File: src/drive_start_pkg.sv
// Constants, register map and types for the start/stop command decoder.
package drive_start_pkg;
    // ------------------------------------------------------------------
    // Clock and timebase
    // ------------------------------------------------------------------
    localparam int unsigned CLK_HZ      = 100_000_000;
    localparam int unsigned SEC_TIME_S  = 1;
    localparam int unsigned SEC_CYCLES  = SEC_TIME_S * CLK_HZ;
    localparam int unsigned TICK_W      = 27;

    // ------------------------------------------------------------------
    // Register map (byte addresses)
    // ------------------------------------------------------------------
    localparam int unsigned ADDR_W      = 4;
    localparam logic [3:0]  OFS_STOPSEL = 4'h0;
    localparam logic [3:0]  OFS_TERMSEL = 4'h4;
    localparam logic [3:0]  OFS_STATUS  = 4'h8;

    // ------------------------------------------------------------------
    // Stop-selection setting
    // ------------------------------------------------------------------
    localparam int unsigned SEL_W        = 14;
    localparam logic [13:0] SEL_COAST_MAX = 14'h0064;
    localparam logic [13:0] SEL_DIR_MIN   = 14'h03e8;
    localparam logic [13:0] SEL_DIR_MAX   = 14'h044c;
    localparam logic [13:0] SEL_DECEL_PD  = 14'h270f;
    localparam logic [13:0] SEL_DECEL_SD  = 14'h22b8;
    localparam logic [13:0] SEL_RESET     = SEL_DECEL_PD;

    // ------------------------------------------------------------------
    // Terminal function selection register fields
    // ------------------------------------------------------------------
    localparam int unsigned TS_FIRST_LSB  = 0;
    localparam int unsigned TS_SECOND_LSB = 8;
    localparam int unsigned TS_AUX_LSB    = 16;
    localparam int unsigned TS_JOGEN_BIT  = 24;
    localparam logic [7:0]  FUNC_FWD      = 8'h3c;
    localparam logic [7:0]  FUNC_REV      = 8'h3d;
    localparam logic [7:0]  FUNC_STOP     = 8'h19;
    localparam logic [24:0] TERMSEL_RESET = {1'b0, FUNC_STOP, FUNC_REV, FUNC_FWD};

    // ------------------------------------------------------------------
    // Status register fields
    // ------------------------------------------------------------------
    localparam int unsigned ST_SECS_LSB   = 16;

    localparam logic [1:0]  RESP_OKAY     = 2'h0;
    localparam logic [1:0]  RESP_SLVERR   = 2'h2;

    typedef enum logic [1:0] {
        RUN_IDLE  = 2'b00,
        RUN_GO    = 2'b01,
        RUN_DECEL = 2'b10,
        RUN_COAST = 2'b11
    } run_state_type;
endpackage : drive_start_pkg

File: src/drive_start_stop_decoder.sv
// Start/stop command decoder with AXI4-Lite configuration and status registers.
//
// Register access over AXI4-Lite and the address map are this design's own decisions.
`timescale 1ns/1ps
module drive_start_stop_decoder #(
    parameter int unsigned TICK_CYCLES = drive_start_pkg::SEC_CYCLES
) (
    input  wire logic                                clk_sys,          // System clock, 100 MHz.
    input  wire logic                                sys_rst,          // Synchronous reset, active high.
    input  wire logic                                forwardStartIn,   // Forward start terminal.
    input  wire logic                                reverseStartIn,   // Reverse start terminal.
    input  wire logic                                auxTermIn,        // Multi-function terminal, stop when coded.
    input  wire logic                                jogIn,            // Jog terminal.
    input  wire logic                                outputShutoffIn,  // Output shutoff terminal.
    input  wire logic                                rampZeroIn,       // Drive reports zero speed.
    output logic                                     runCmd,           // Drive commanded to run.
    output logic                                     dirReverse,       // Commanded direction is reverse.
    output logic                                     decelStop,        // Ramping down to a stop.
    output logic                                     coastStop,        // Output off, motor coasting.
    output logic                                     outputEnable,     // Power stage may switch.
    input  wire logic [drive_start_pkg::ADDR_W-1:0] s_axi_awaddr,     // Write address.
    input  wire logic                                s_axi_awvalid,    // Write address valid.
    output logic                                     s_axi_awready,    // Write address ready.
    input  wire logic [31:0]                         s_axi_wdata,      // Write data.
    input  wire logic [3:0]                          s_axi_wstrb,      // Write byte strobes.
    input  wire logic                                s_axi_wvalid,     // Write data valid.
    output logic                                     s_axi_wready,     // Write data ready.
    output logic [1:0]                               s_axi_bresp,      // Write response.
    output logic                                     s_axi_bvalid,     // Write response valid.
    input  wire logic                                s_axi_bready,     // Write response ready.
    input  wire logic [drive_start_pkg::ADDR_W-1:0] s_axi_araddr,     // Read address.
    input  wire logic                                s_axi_arvalid,    // Read address valid.
    output logic                                     s_axi_arready,    // Read address ready.
    output logic [31:0]                              s_axi_rdata,      // Read data.
    output logic [1:0]                               s_axi_rresp,      // Read response.
    output logic                                     s_axi_rvalid,     // Read data valid.
    input  wire logic                                s_axi_rready      // Read data ready.
);
    import drive_start_pkg::*;

    // ------------------------------------------------------------------
    // Helpers
    // ------------------------------------------------------------------
    function automatic logic [31:0] mergeBytes(input logic [31:0] old, input logic [31:0] nw,
                                               input logic [3:0] strb);
        logic [31:0] res;
        res = old;
        for (int i = 0; i < 4; i++) begin
            if (strb[i]) begin
                res[8*i +: 8] = nw[8*i +: 8];
            end
        end
        return res;
    endfunction : mergeBytes

    function automatic logic isStartDir(input logic [SEL_W-1:0] s);
        return (s == SEL_DECEL_SD) || (s >= SEL_DIR_MIN && s <= SEL_DIR_MAX);
    endfunction : isStartDir

    function automatic logic isCoast(input logic [SEL_W-1:0] s);
        return (s <= SEL_COAST_MAX) || (s >= SEL_DIR_MIN && s <= SEL_DIR_MAX);
    endfunction : isCoast

    function automatic logic [6:0] coastDelay(input logic [SEL_W-1:0] s);
        logic [SEL_W-1:0] d;
        d = (s >= SEL_DIR_MIN) ? s - SEL_DIR_MIN : s;
        return d[6:0];
    endfunction : coastDelay

    // ------------------------------------------------------------------
    // Pin synchronisers
    // ------------------------------------------------------------------
    logic [4:0]        syncAQ;
    logic [4:0]        syncBQ;
    logic [4:0]        syncCQ;
    logic [4:0]        pinLvlQ;
    logic [SEL_W-1:0]  stopSelQ;
    logic [24:0]       termSelQ;

    always_ff @(posedge clk_sys) begin
        if (sys_rst) begin
            syncAQ  <= 5'h00;
            syncBQ  <= 5'h00;
            syncCQ  <= 5'h00;
            pinLvlQ <= 5'h00;
        end else begin
            syncAQ  <= {outputShutoffIn, jogIn, auxTermIn, reverseStartIn, forwardStartIn};
            syncBQ  <= syncAQ;
            syncCQ  <= syncBQ;
            pinLvlQ <= (syncBQ & syncCQ) | (pinLvlQ & (syncBQ ^ syncCQ));
        end
    end

    logic shutLvl;
    logic jogLvl;
    logic fwdEn;
    logic revEn;
    logic stopValid;
    logic perDir;
    logic coastMode;
    assign shutLvl = pinLvlQ[4];
    assign jogLvl  = pinLvlQ[3];
    assign fwdEn = pinLvlQ[0] && (termSelQ[TS_FIRST_LSB +: 8] == FUNC_FWD);
    assign revEn = pinLvlQ[1] && (termSelQ[TS_SECOND_LSB +: 8] == FUNC_REV);
    assign stopValid = pinLvlQ[2] && (termSelQ[TS_AUX_LSB +: 8] == FUNC_STOP)
                       && !(jogLvl && termSelQ[TS_JOGEN_BIT]);
    assign perDir    = !isStartDir(stopSelQ);
    assign coastMode = isCoast(stopSelQ);

    // ------------------------------------------------------------------
    // Self-holding start latch
    // ------------------------------------------------------------------
    logic fwdPrevQ;
    logic revPrevQ;
    logic holdQ;
    logic holdRevQ;

    always_ff @(posedge clk_sys) begin
        if (sys_rst) begin
            fwdPrevQ <= 1'b0;
            revPrevQ <= 1'b0;
        end else begin
            fwdPrevQ <= fwdEn;
            revPrevQ <= revEn;
        end
    end

    always_ff @(posedge clk_sys) begin
        if (sys_rst) begin
            holdQ    <= 1'b0;
            holdRevQ <= 1'b0;
        end else if (!stopValid) begin
            // shutoff is never a clear term
            holdQ    <= 1'b0;
            holdRevQ <= 1'b0;
        end else if (fwdPrevQ && !fwdEn) begin
            holdQ    <= 1'b1;
            holdRevQ <= 1'b0;
        end else if (revPrevQ && !revEn) begin
            holdQ    <= 1'b1;
            holdRevQ <= 1'b1;
        end
    end

    logic reqRun;
    logic reqRev;
    always_comb begin
        if (stopValid) begin
            reqRun = holdQ;
            reqRev = holdRevQ;
        end else if (perDir) begin
            reqRun = fwdEn ^ revEn;
            reqRev = revEn;
        end else begin
            reqRun = fwdEn;
            reqRev = revEn;
        end
    end

    // ------------------------------------------------------------------
    // Run state and stop method
    // ------------------------------------------------------------------
    run_state_type       stateQ;
    logic [6:0]          secLeftQ;
    logic [TICK_W-1:0]   tickCntQ;

    always_ff @(posedge clk_sys) begin
        if (sys_rst) begin
            stateQ <= RUN_IDLE;
        end else begin
            unique case (stateQ)
                RUN_IDLE: begin
                    if (reqRun) begin
                        stateQ <= RUN_GO;
                    end
                end
                RUN_GO: begin
                    if (!reqRun) begin
                        stateQ <= RUN_DECEL;
                    end
                end
                RUN_DECEL: begin
                    if (reqRun) begin
                        stateQ <= RUN_GO;
                    end else if (coastMode && secLeftQ == 7'h00) begin
                        stateQ <= RUN_COAST;
                    end else if (rampZeroIn) begin
                        stateQ <= RUN_IDLE;
                    end
                end
                RUN_COAST: begin
                    if (reqRun) begin
                        stateQ <= RUN_GO;
                    end else if (rampZeroIn) begin
                        stateQ <= RUN_IDLE;
                    end
                end
            endcase
        end
    end

    always_ff @(posedge clk_sys) begin
        if (sys_rst) begin
            secLeftQ <= 7'h00;
            tickCntQ <= '0;
        end else if (stateQ == RUN_GO && !reqRun) begin
            secLeftQ <= coastDelay(stopSelQ);
            tickCntQ <= '0;
        end else if (stateQ == RUN_DECEL && secLeftQ != 7'h00) begin
            if (tickCntQ == TICK_W'(TICK_CYCLES - 1)) begin
                tickCntQ <= '0;
                secLeftQ <= secLeftQ - 7'h01;
            end else begin
                tickCntQ <= tickCntQ + 1'b1;
            end
        end
    end

    always_ff @(posedge clk_sys) begin
        if (sys_rst) begin
            dirReverse <= 1'b0;
        end else if (reqRun) begin
            dirReverse <= reqRev;
        end
    end

    always_ff @(posedge clk_sys) begin
        if (sys_rst) begin
            runCmd       <= 1'b0;
            decelStop    <= 1'b0;
            coastStop    <= 1'b0;
            outputEnable <= 1'b0;
        end else begin
            runCmd       <= (stateQ == RUN_GO);
            decelStop    <= (stateQ == RUN_DECEL);
            coastStop    <= (stateQ == RUN_COAST);
            outputEnable <= !shutLvl && (stateQ != RUN_COAST);
        end
    end

    // ------------------------------------------------------------------
    // AXI4-Lite slave
    // ------------------------------------------------------------------
    logic              awHeldQ;
    logic              wHeldQ;
    logic [ADDR_W-1:0] awAddrQ;
    logic [31:0]       wDataQ;
    logic [3:0]        wStrbQ;
    logic              doWrite;

    assign s_axi_awready = !awHeldQ && !s_axi_bvalid;
    assign s_axi_wready  = !wHeldQ && !s_axi_bvalid;
    assign s_axi_arready = !s_axi_rvalid;
    assign doWrite       = awHeldQ && wHeldQ && !s_axi_bvalid;

    always_ff @(posedge clk_sys) begin
        if (sys_rst) begin
            awHeldQ <= 1'b0;
            wHeldQ  <= 1'b0;
            awAddrQ <= '0;
            wDataQ  <= 32'h0000_0000;
            wStrbQ  <= 4'h0;
        end else begin
            if (s_axi_awvalid && s_axi_awready) begin
                awHeldQ <= 1'b1;
                awAddrQ <= s_axi_awaddr;
            end else if (doWrite) begin
                awHeldQ <= 1'b0;
            end
            if (s_axi_wvalid && s_axi_wready) begin
                wHeldQ <= 1'b1;
                wDataQ <= s_axi_wdata;
                wStrbQ <= s_axi_wstrb;
            end else if (doWrite) begin
                wHeldQ <= 1'b0;
            end
        end
    end

    // A function result cannot be part-selected, so the merged words get names first.
    logic [31:0] stopSelMerged;
    logic [31:0] termSelMerged;
    assign stopSelMerged = mergeBytes({18'h0, stopSelQ}, wDataQ, wStrbQ);
    assign termSelMerged = mergeBytes({7'h0, termSelQ}, wDataQ, wStrbQ);

    always_ff @(posedge clk_sys) begin
        if (sys_rst) begin
            stopSelQ <= SEL_RESET;
            termSelQ <= TERMSEL_RESET;
        end else if (doWrite) begin
            if (awAddrQ == OFS_STOPSEL) begin
                stopSelQ <= stopSelMerged[SEL_W-1:0];
            end else if (awAddrQ == OFS_TERMSEL) begin
                termSelQ <= termSelMerged[24:0];
            end
        end
    end

    always_ff @(posedge clk_sys) begin
        if (sys_rst) begin
            s_axi_bvalid <= 1'b0;
            s_axi_bresp  <= RESP_OKAY;
        end else if (doWrite) begin
            s_axi_bvalid <= 1'b1;
            s_axi_bresp  <= (awAddrQ == OFS_STOPSEL || awAddrQ == OFS_TERMSEL) ? RESP_OKAY : RESP_SLVERR;
        end else if (s_axi_bready) begin
            s_axi_bvalid <= 1'b0;
        end
    end

    logic [31:0] statusWord;
    assign statusWord = {9'h000, secLeftQ, 8'h00, stopValid, holdRevQ, holdQ, shutLvl,
                         outputEnable, coastStop, decelStop, runCmd};

    always_ff @(posedge clk_sys) begin
        if (sys_rst) begin
            s_axi_rvalid <= 1'b0;
            s_axi_rdata  <= 32'h0000_0000;
            s_axi_rresp  <= RESP_OKAY;
        end else if (s_axi_arvalid && s_axi_arready) begin
            s_axi_rvalid <= 1'b1;
            s_axi_rresp  <= RESP_OKAY;
            unique case (s_axi_araddr)
                OFS_STOPSEL: s_axi_rdata <= {18'h0, stopSelQ};
                OFS_TERMSEL: s_axi_rdata <= {7'h0, termSelQ};
                OFS_STATUS:  s_axi_rdata <= {statusWord[31:9], dirReverse, statusWord[7:0]};
                default: begin
                    s_axi_rdata <= 32'h0000_0000;
                    s_axi_rresp <= RESP_SLVERR;
                end
            endcase
        end else if (s_axi_rready) begin
            s_axi_rvalid <= 1'b0;
        end
    end

    // ------------------------------------------------------------------
    // Assertions
    // ------------------------------------------------------------------
    per_dir_run_a : assert property (@(posedge clk_sys) disable iff (sys_rst)
        (stateQ == RUN_IDLE && !stopValid && perDir && (fwdEn ^ revEn)) |=> ##1 (runCmd && dirReverse == $past(revEn, 2)))
        else $error("single start input did not start the drive");

    per_dir_both_a : assert property (@(posedge clk_sys) disable iff (sys_rst)
        (stateQ == RUN_GO && !stopValid && perDir && fwdEn && revEn) |=> ##1 decelStop)
        else $error("both start inputs did not decelerate");

    start_dir_a : assert property (@(posedge clk_sys) disable iff (sys_rst)
        (!stopValid && !perDir && fwdEn) |=> (dirReverse == $past(revEn)))
        else $error("direction input not followed");

    no_coast_a : assert property (@(posedge clk_sys) disable iff (sys_rst)
        (stopSelQ == SEL_DECEL_PD && stateQ == RUN_DECEL && !reqRun) |=> (stateQ != RUN_COAST))
        else $error("decelerating setting entered coast");

    coast_delay_a : assert property (@(posedge clk_sys) disable iff (sys_rst)
        (stateQ == RUN_DECEL && coastMode && secLeftQ == 7'h00 && !reqRun) |=> ##1 (coastStop && !outputEnable))
        else $error("coast not reached after delay");

    delay_load_a : assert property (@(posedge clk_sys) disable iff (sys_rst)
        (stateQ == RUN_GO && !reqRun) |=> (secLeftQ == coastDelay($past(stopSelQ)) && tickCntQ == '0))
        else $error("coast delay loaded wrong");

    hold_latch_a : assert property (@(posedge clk_sys) disable iff (sys_rst)
        (stopValid && fwdPrevQ && !fwdEn) |=> (holdQ && !holdRevQ))
        else $error("forward release not latched");

    hold_clear_a : assert property (@(posedge clk_sys) disable iff (sys_rst)
        (holdQ && !stopValid) |=> (!holdQ ##1 !runCmd))
        else $error("stop release did not clear latch");

    shutoff_keep_a : assert property (@(posedge clk_sys) disable iff (sys_rst)
        (holdQ && stopValid && shutLvl) ##1 stopValid |-> holdQ)
        else $error("shutoff cleared the latch");

    shutoff_out_a : assert property (@(posedge clk_sys) disable iff (sys_rst)
        shutLvl |=> !outputEnable)
        else $error("output still enabled under shutoff");
endmodule : drive_start_stop_decoder

File: config.mk
export PLATFORM = sky130hd
export DESIGN_NAME = drive_start_stop_decoder
export DESIGN_NICKNAME = d
export VERILOG_FILES = /design/src/drive_start_pkg.sv /design/src/drive_start_stop_decoder.sv
export SDC_FILE = /design/constraint.sdc
export NUM_CORES = 1
export LEC_CHECK = 0
export ABC_AREA = 1
export BUFFER_PORTS_ARGS = -buffer_cell sky130_fd_sc_hd__buf_2
export CAP_MARGIN = 15
export CORE_MARGIN = 1.5
export CORE_UTILIZATION = 55
export CTS_BUF_LIST = sky130_fd_sc_hd__clkbuf_2
export DETAILED_ROUTE_END_ITERATION = 8
export GPL_TIMING_DRIVEN = 0
export HOLD_SLACK_MARGIN = 0.12
export PLACE_DENSITY = 0.84
export SETUP_SLACK_MARGIN = 0.1
export SYNTH_ARGS = -nofsm -noshare
export SYNTH_HDL_FRONTEND = slang
export SYNTH_SLANG_ARGS = --single-unit
File: constraint.sdc
create_clock -name clk_sys -period 2.5 [get_ports clk_sys]
set_input_delay 0.25 -clock clk_sys [delete_from_list [all_inputs] [get_ports clk_sys]]
set_output_delay 0.25 -clock clk_sys [all_outputs]
set_load 0.05 [all_outputs]
Yosys cells after proc, flatten, opt, wreduce, memory -nomap -nowiden
Cells that the tools add are included.

storage, ports and cells
  register bits = 177
  output and inout bits = 46

cells by class
  add/subtract/negate cells = 3
  $lt $le $gt $ge = 3
  equal/unequal tests = 14
  multiplexer cells = 27
  bitwise gates (word level) = 7
  reduce and logical (&&, ||, !) cells = 55

operators by type and width
  cell                     number
  $pmux W25 S3             1
  $mux W7                  4
  $add A27 B1 Y27 const B  1
  $eq A27 B27 Y1 const B   1
  $mux W27                 1
  $logic_and A1 B1 Y1      19
  $eq A8 B6 Y1 const B     2
  $mux W2                  8
  $reduce_and A4 Y1        4
  $eq A14 B14 Y1 const B   1
  $ge A14 B10 Y1 const B   1
  $le A14 B11 Y1 const B   1
  $le A14 B7 Y1 const B    1
  $reduce_bool A2 Y1       7
  $mux W1                  12
  $and A5 B5 Y5            2
  $logic_not A1 Y1         9
  $eq A4 B3 Y1 const B     2
  $eq A8 B5 Y1 const B     1
  $logic_not A4 Y1         2
  $pmux W2 S4              1
  $logic_not A7 Y1         1
  $reduce_bool A7 Y1       1
  $sub A7 B1 Y7 const B    1
  other kinds (15)         25

Logic depth before layout (Yosys ltp)
  depth in word-level cells = 9
  gate-level depth with buffers = 16

Worst setup path after synthesis
OpenSTA, ideal clock, no wires.

  path type = flip-flop to flip-flop
  from = register s_axi_bvalid
  to = register wDataQ[23]
  arrival = 2.154 ns
  data required time = 2.435 ns
  setup slack = 0.281 ns
  cell stages (with the launch flop) = 7
  period minus slack after synthesis = 2.219 ns
  cells stage by stage = dfxtp_1 nor2_1 nand2_1 inv_2 clkbuf_1 nor2_1 nor2_1

between the ends
  longest elaborated chain between the ends = 3

ends and longest elaborated chain
  element                   line                             text
  start: declaration        drive_start_stop_decoder.sv:29   output logic s_axi_bvalid,
  start signal: assignment  drive_start_stop_decoder.sv:301  s_axi_bvalid <= 1'b0;
  start signal: assignment  drive_start_stop_decoder.sv:304  s_axi_bvalid <= 1'b1;
  start signal: assignment  drive_start_stop_decoder.sv:307  s_axi_bvalid <= 1'b0;
  $logic_not A1 Y1          drive_start_stop_decoder.sv:252  assign s_axi_wready = !wHeldQ && !s_axi_bvalid;
  $logic_and A1 B1 Y1       drive_start_stop_decoder.sv:252
  named net s_axi_wready    drive_start_stop_decoder.sv:27   output logic s_axi_wready,
  $logic_and A1 B1 Y1       drive_start_stop_decoder.sv:270  if (s_axi_wvalid && s_axi_wready) begin
  end signal: assignment    drive_start_stop_decoder.sv:272  wDataQ <= s_axi_wdata;
  end: declaration          drive_start_stop_decoder.sv:247  logic [31:0] wDataQ;

The timed path passes the listed nets, and every way through them passes these cells.
A chain may end at the register's enable or synchronous reset.

==> results.toml <==
[status]
status = "completed"

[clock_tree]
cts_buffers = 17
cts_root_buf = "clkbuf_2"
clock_sinks = 168
clkLatencyLatePin_ps = 800
clk_pin_slew_ps = 260
clockBufferDepth = 2
htreeDepth = 4
cts_tree = "yes"

[setup_path]
crit_top_cell = "dlygate4sd3_1"
critPathRequiredTime_ps = 3240
reg2reg_setup_slack_ps = 250
crit_fanout = 10
worstSetupEndpointType = "register"
critPathBufInv = 6
cp.arrival_ps = 3080
cp_slowest_cell = "dlygate4sd3_1"
max_stage_delay_ps = 560
critPathLaunchType = "input pin"
path_delay_family = "buffers and inverters"
path_class = "in2reg"
path_cells = "dlygate4sd3_1, buf_2, inv_1, clkbuf_1, buf_1, o21ai_0, nor2_1, dlygate4sd3_1"

[timing]
hold_viol = 0
relSlewSlack = 0.5383
max_freq_mhz = 427.6
rsz0062_at_grt = "true"
setup_viol = 0
drv_slew = 0
worst_pin_slew_ps = 692.5
finalCritPeriodShare = 0.9355
fin_setup_tns_ps = 0
fin_skew_ps = 47.01
period_minus_slack_ps = 2339
worst_slack_ps = 161.3

[global_route]
antenna_found_initial = 1
grt_max_degree = 19
grt_first_pass_wirelength_um = 33400
grt_overflow_total = 0
grt_pass1_vias = 6981
grt_usage = 0.3020

[die]
core_um2 = 12770
die_area_um2 = 13950
die_h_um = 118.1
fp.dieW_um = 118.1
fp-row-count = 41
io-pin-count = 103
start_util = 0.5704

[yosys]
ys_types = 39
synth_warnings = 0
ys_seq_area_frac = 0.4616
syn-mean-instance-area_um2 = 7.293
ys_ff_latch = 168
async_flop_share = 0
synth-edff-count = 0
synthFlopType = "dfxtp_1"
synthCells = 999
syn-cell-area_um2 = 7286

[cells_and_area]
post-route-util = 0.7033
drive_above_1_share = 0.1280
fin_nets = 1255
fillerInstances = 1059
synthToLayoutAreaGrowth_pct = 23.30

[detailed_routing]
totalWireLength_um = 20510
routedWlPerCell_um = 14.91
initialDrtViolationCount = 715
vias = 7338
ant_nets = 0
vias_per_cell = 5.333
first_pass_iters = 7
drc_errors = 0

[power_and_ir_drop]
powerDensity_nw_per_um2 = 537.9
leakage_uw = 0.003993
p_total_uw = 4832
ir_drop_mv = 0.4440

[placement]
place.gp.congestion = 0.9704
portBuffers = 86
dp_hpwl_um = 14380
place_ws_ps = 320.8

[run]
max_cap_viol_count = 0

[min_path]
hold_class = "in2reg"
## final cells by class
class | instances | area (µm²) | share of cell area
diodes | 1 | 2.502 | 0.0002786
clock inverters | 15 | 153.9 | 0.01713
well taps | 172 | 215.2 | 0.02396
multi-input cells | 674 | 3283 | 0.3655
clock buffers | 17 | 85.08 | 0.009471
plain buffers | 40 | 200.2 | 0.02228
inverters | 125 | 469.2 | 0.05223
repair buffers | 164 | 1211 | 0.1348
flip-flops and latches | 168 | 3363 | 0.3744
## per-stage QoR
| stage | std cells | area [µm²] | hold WS [ps] |
|---|---|---|---|
| 6_report | 1376 | 8984 | 172.7 |
| 5_1_grt | 1376 | 8984 | 122.0 |
| 4_1_cts | 1375 | 8981 | 124.7 |
| 3_5_place_dp | 1265 | 7961 | 395.7 |
| 3_3_place_gp | 1265 | 7961 | 388.6 |
| 2_1_floorplan | 1007 | 7316 | 357.0 |
## registers in the layout, indices dropped and copies added (netlist names), 4 cells and up
name         count
syncCQ           5
wDataQ          25
secLeftQ         7
stopSelQ        14
tickCntQ        27
termSelQ        25
wStrbQ           4
pinLvlQ          5
syncAQ           5
awAddrQ          4
syncBQ           5
s_axi_rdata     25
## power breakdown
group | internal, µW | switching (µW) | total (µW)
combinational | 222 | 356 | 578
clock | 322 | 1110 | 1430
sequential | 2770 | 55.3 | 2820
total | 3310 | 1520 | 4830
## logic make-up after synthesis
group | count (synthesis) | synth area share
and+or+nand+nor | 440 | 0.2657
AOI/OAI and AO/OA | 201 | 0.1473
DFF | 168 | 0.4616
buffers and inverters | 165 | 0.09188
xor gates and xnor gates | 16 | 0.01923
adders and majority gates | 8 | 0.01374
other | 1 | 0.0005147
## worst min-delay path, stage by stage
cell	delay, ps
dlygate4sd3_1	530
buf_2	110
inv_1	40
nor2_1	30
## metal layers
| layer | part of all wire | global-route usage | vias up |
|---|---|---|---|
| li1 | - | - | 3623 |
| met1 | 0.42 | 0.3791 | 3383 |
| met2 | 0.47 | 0.5036 | 280 |
| met3 | 0.077 | 0.06783 | 52 |
| met4 | 0.027 | 0.1174 | 0 |
| met5 | 0 | 0 | - |
## synthesized netlist by cell type, types with 3 or more instances
master	number	area share
clkbuf_1	23	0.012
a21oi_1	81	0.056
inv_2	4	0.0021
buf_4	9	0.0093
nor3_1	19	0.013
buf_1	5	0.0026
o221ai_1	4	0.0048
xor2_1	14	0.017
nand2_4	3	0.0046
o21ai_0	93	0.064
nor2_1	161	0.083
nand3_1	39	0.027
nand3_2	3	0.0041
dfxtp_1	168	0.46
nor2_2	4	0.0034
nor4_1	8	0.0069
ha_1	8	0.014
nor3b_1	7	0.0072
o22ai_1	14	0.012
nand4_1	22	0.019
inv_1	121	0.062
nand2_1	163	0.084
o211ai_1	4	0.0041
## placed cells by master (no fill, tap or decap), types with 22 or more instances in the layout
cell           synthesis  routed
o21ai_0               93      92
nor2_1               161     161
dlygate4sd3_1          0      78
nand4_1               22      22
a21oi_1               81      81
inv_1                121     121
clkbuf_1              23      23
nand3_1               39      39
dfxtp_1              168     168
nand2_1              163     163
buf_2                  1      87
## what timing repair did
action | in CTS | in global routing
endpoints found under the setup margin | 0 | 3
gates resized for setup | 0 | 1
buffers inserted | 0 | 0
hold buffers | 78 | 0
endpoints found under the hold margin | 102 | 0
## path summary, 6_finish.rpt
kind | from | end | cells after the start
max reg2reg | s_axi_bvalid | wStrbQ[0] | 6
min reg2reg | syncAQ[0] | syncBQ[0] | 2
min | auxTermIn | syncAQ[2] | 4
max | sys_rst | wStrbQ[2] | 8
Power figures use the tool's default switching activity.
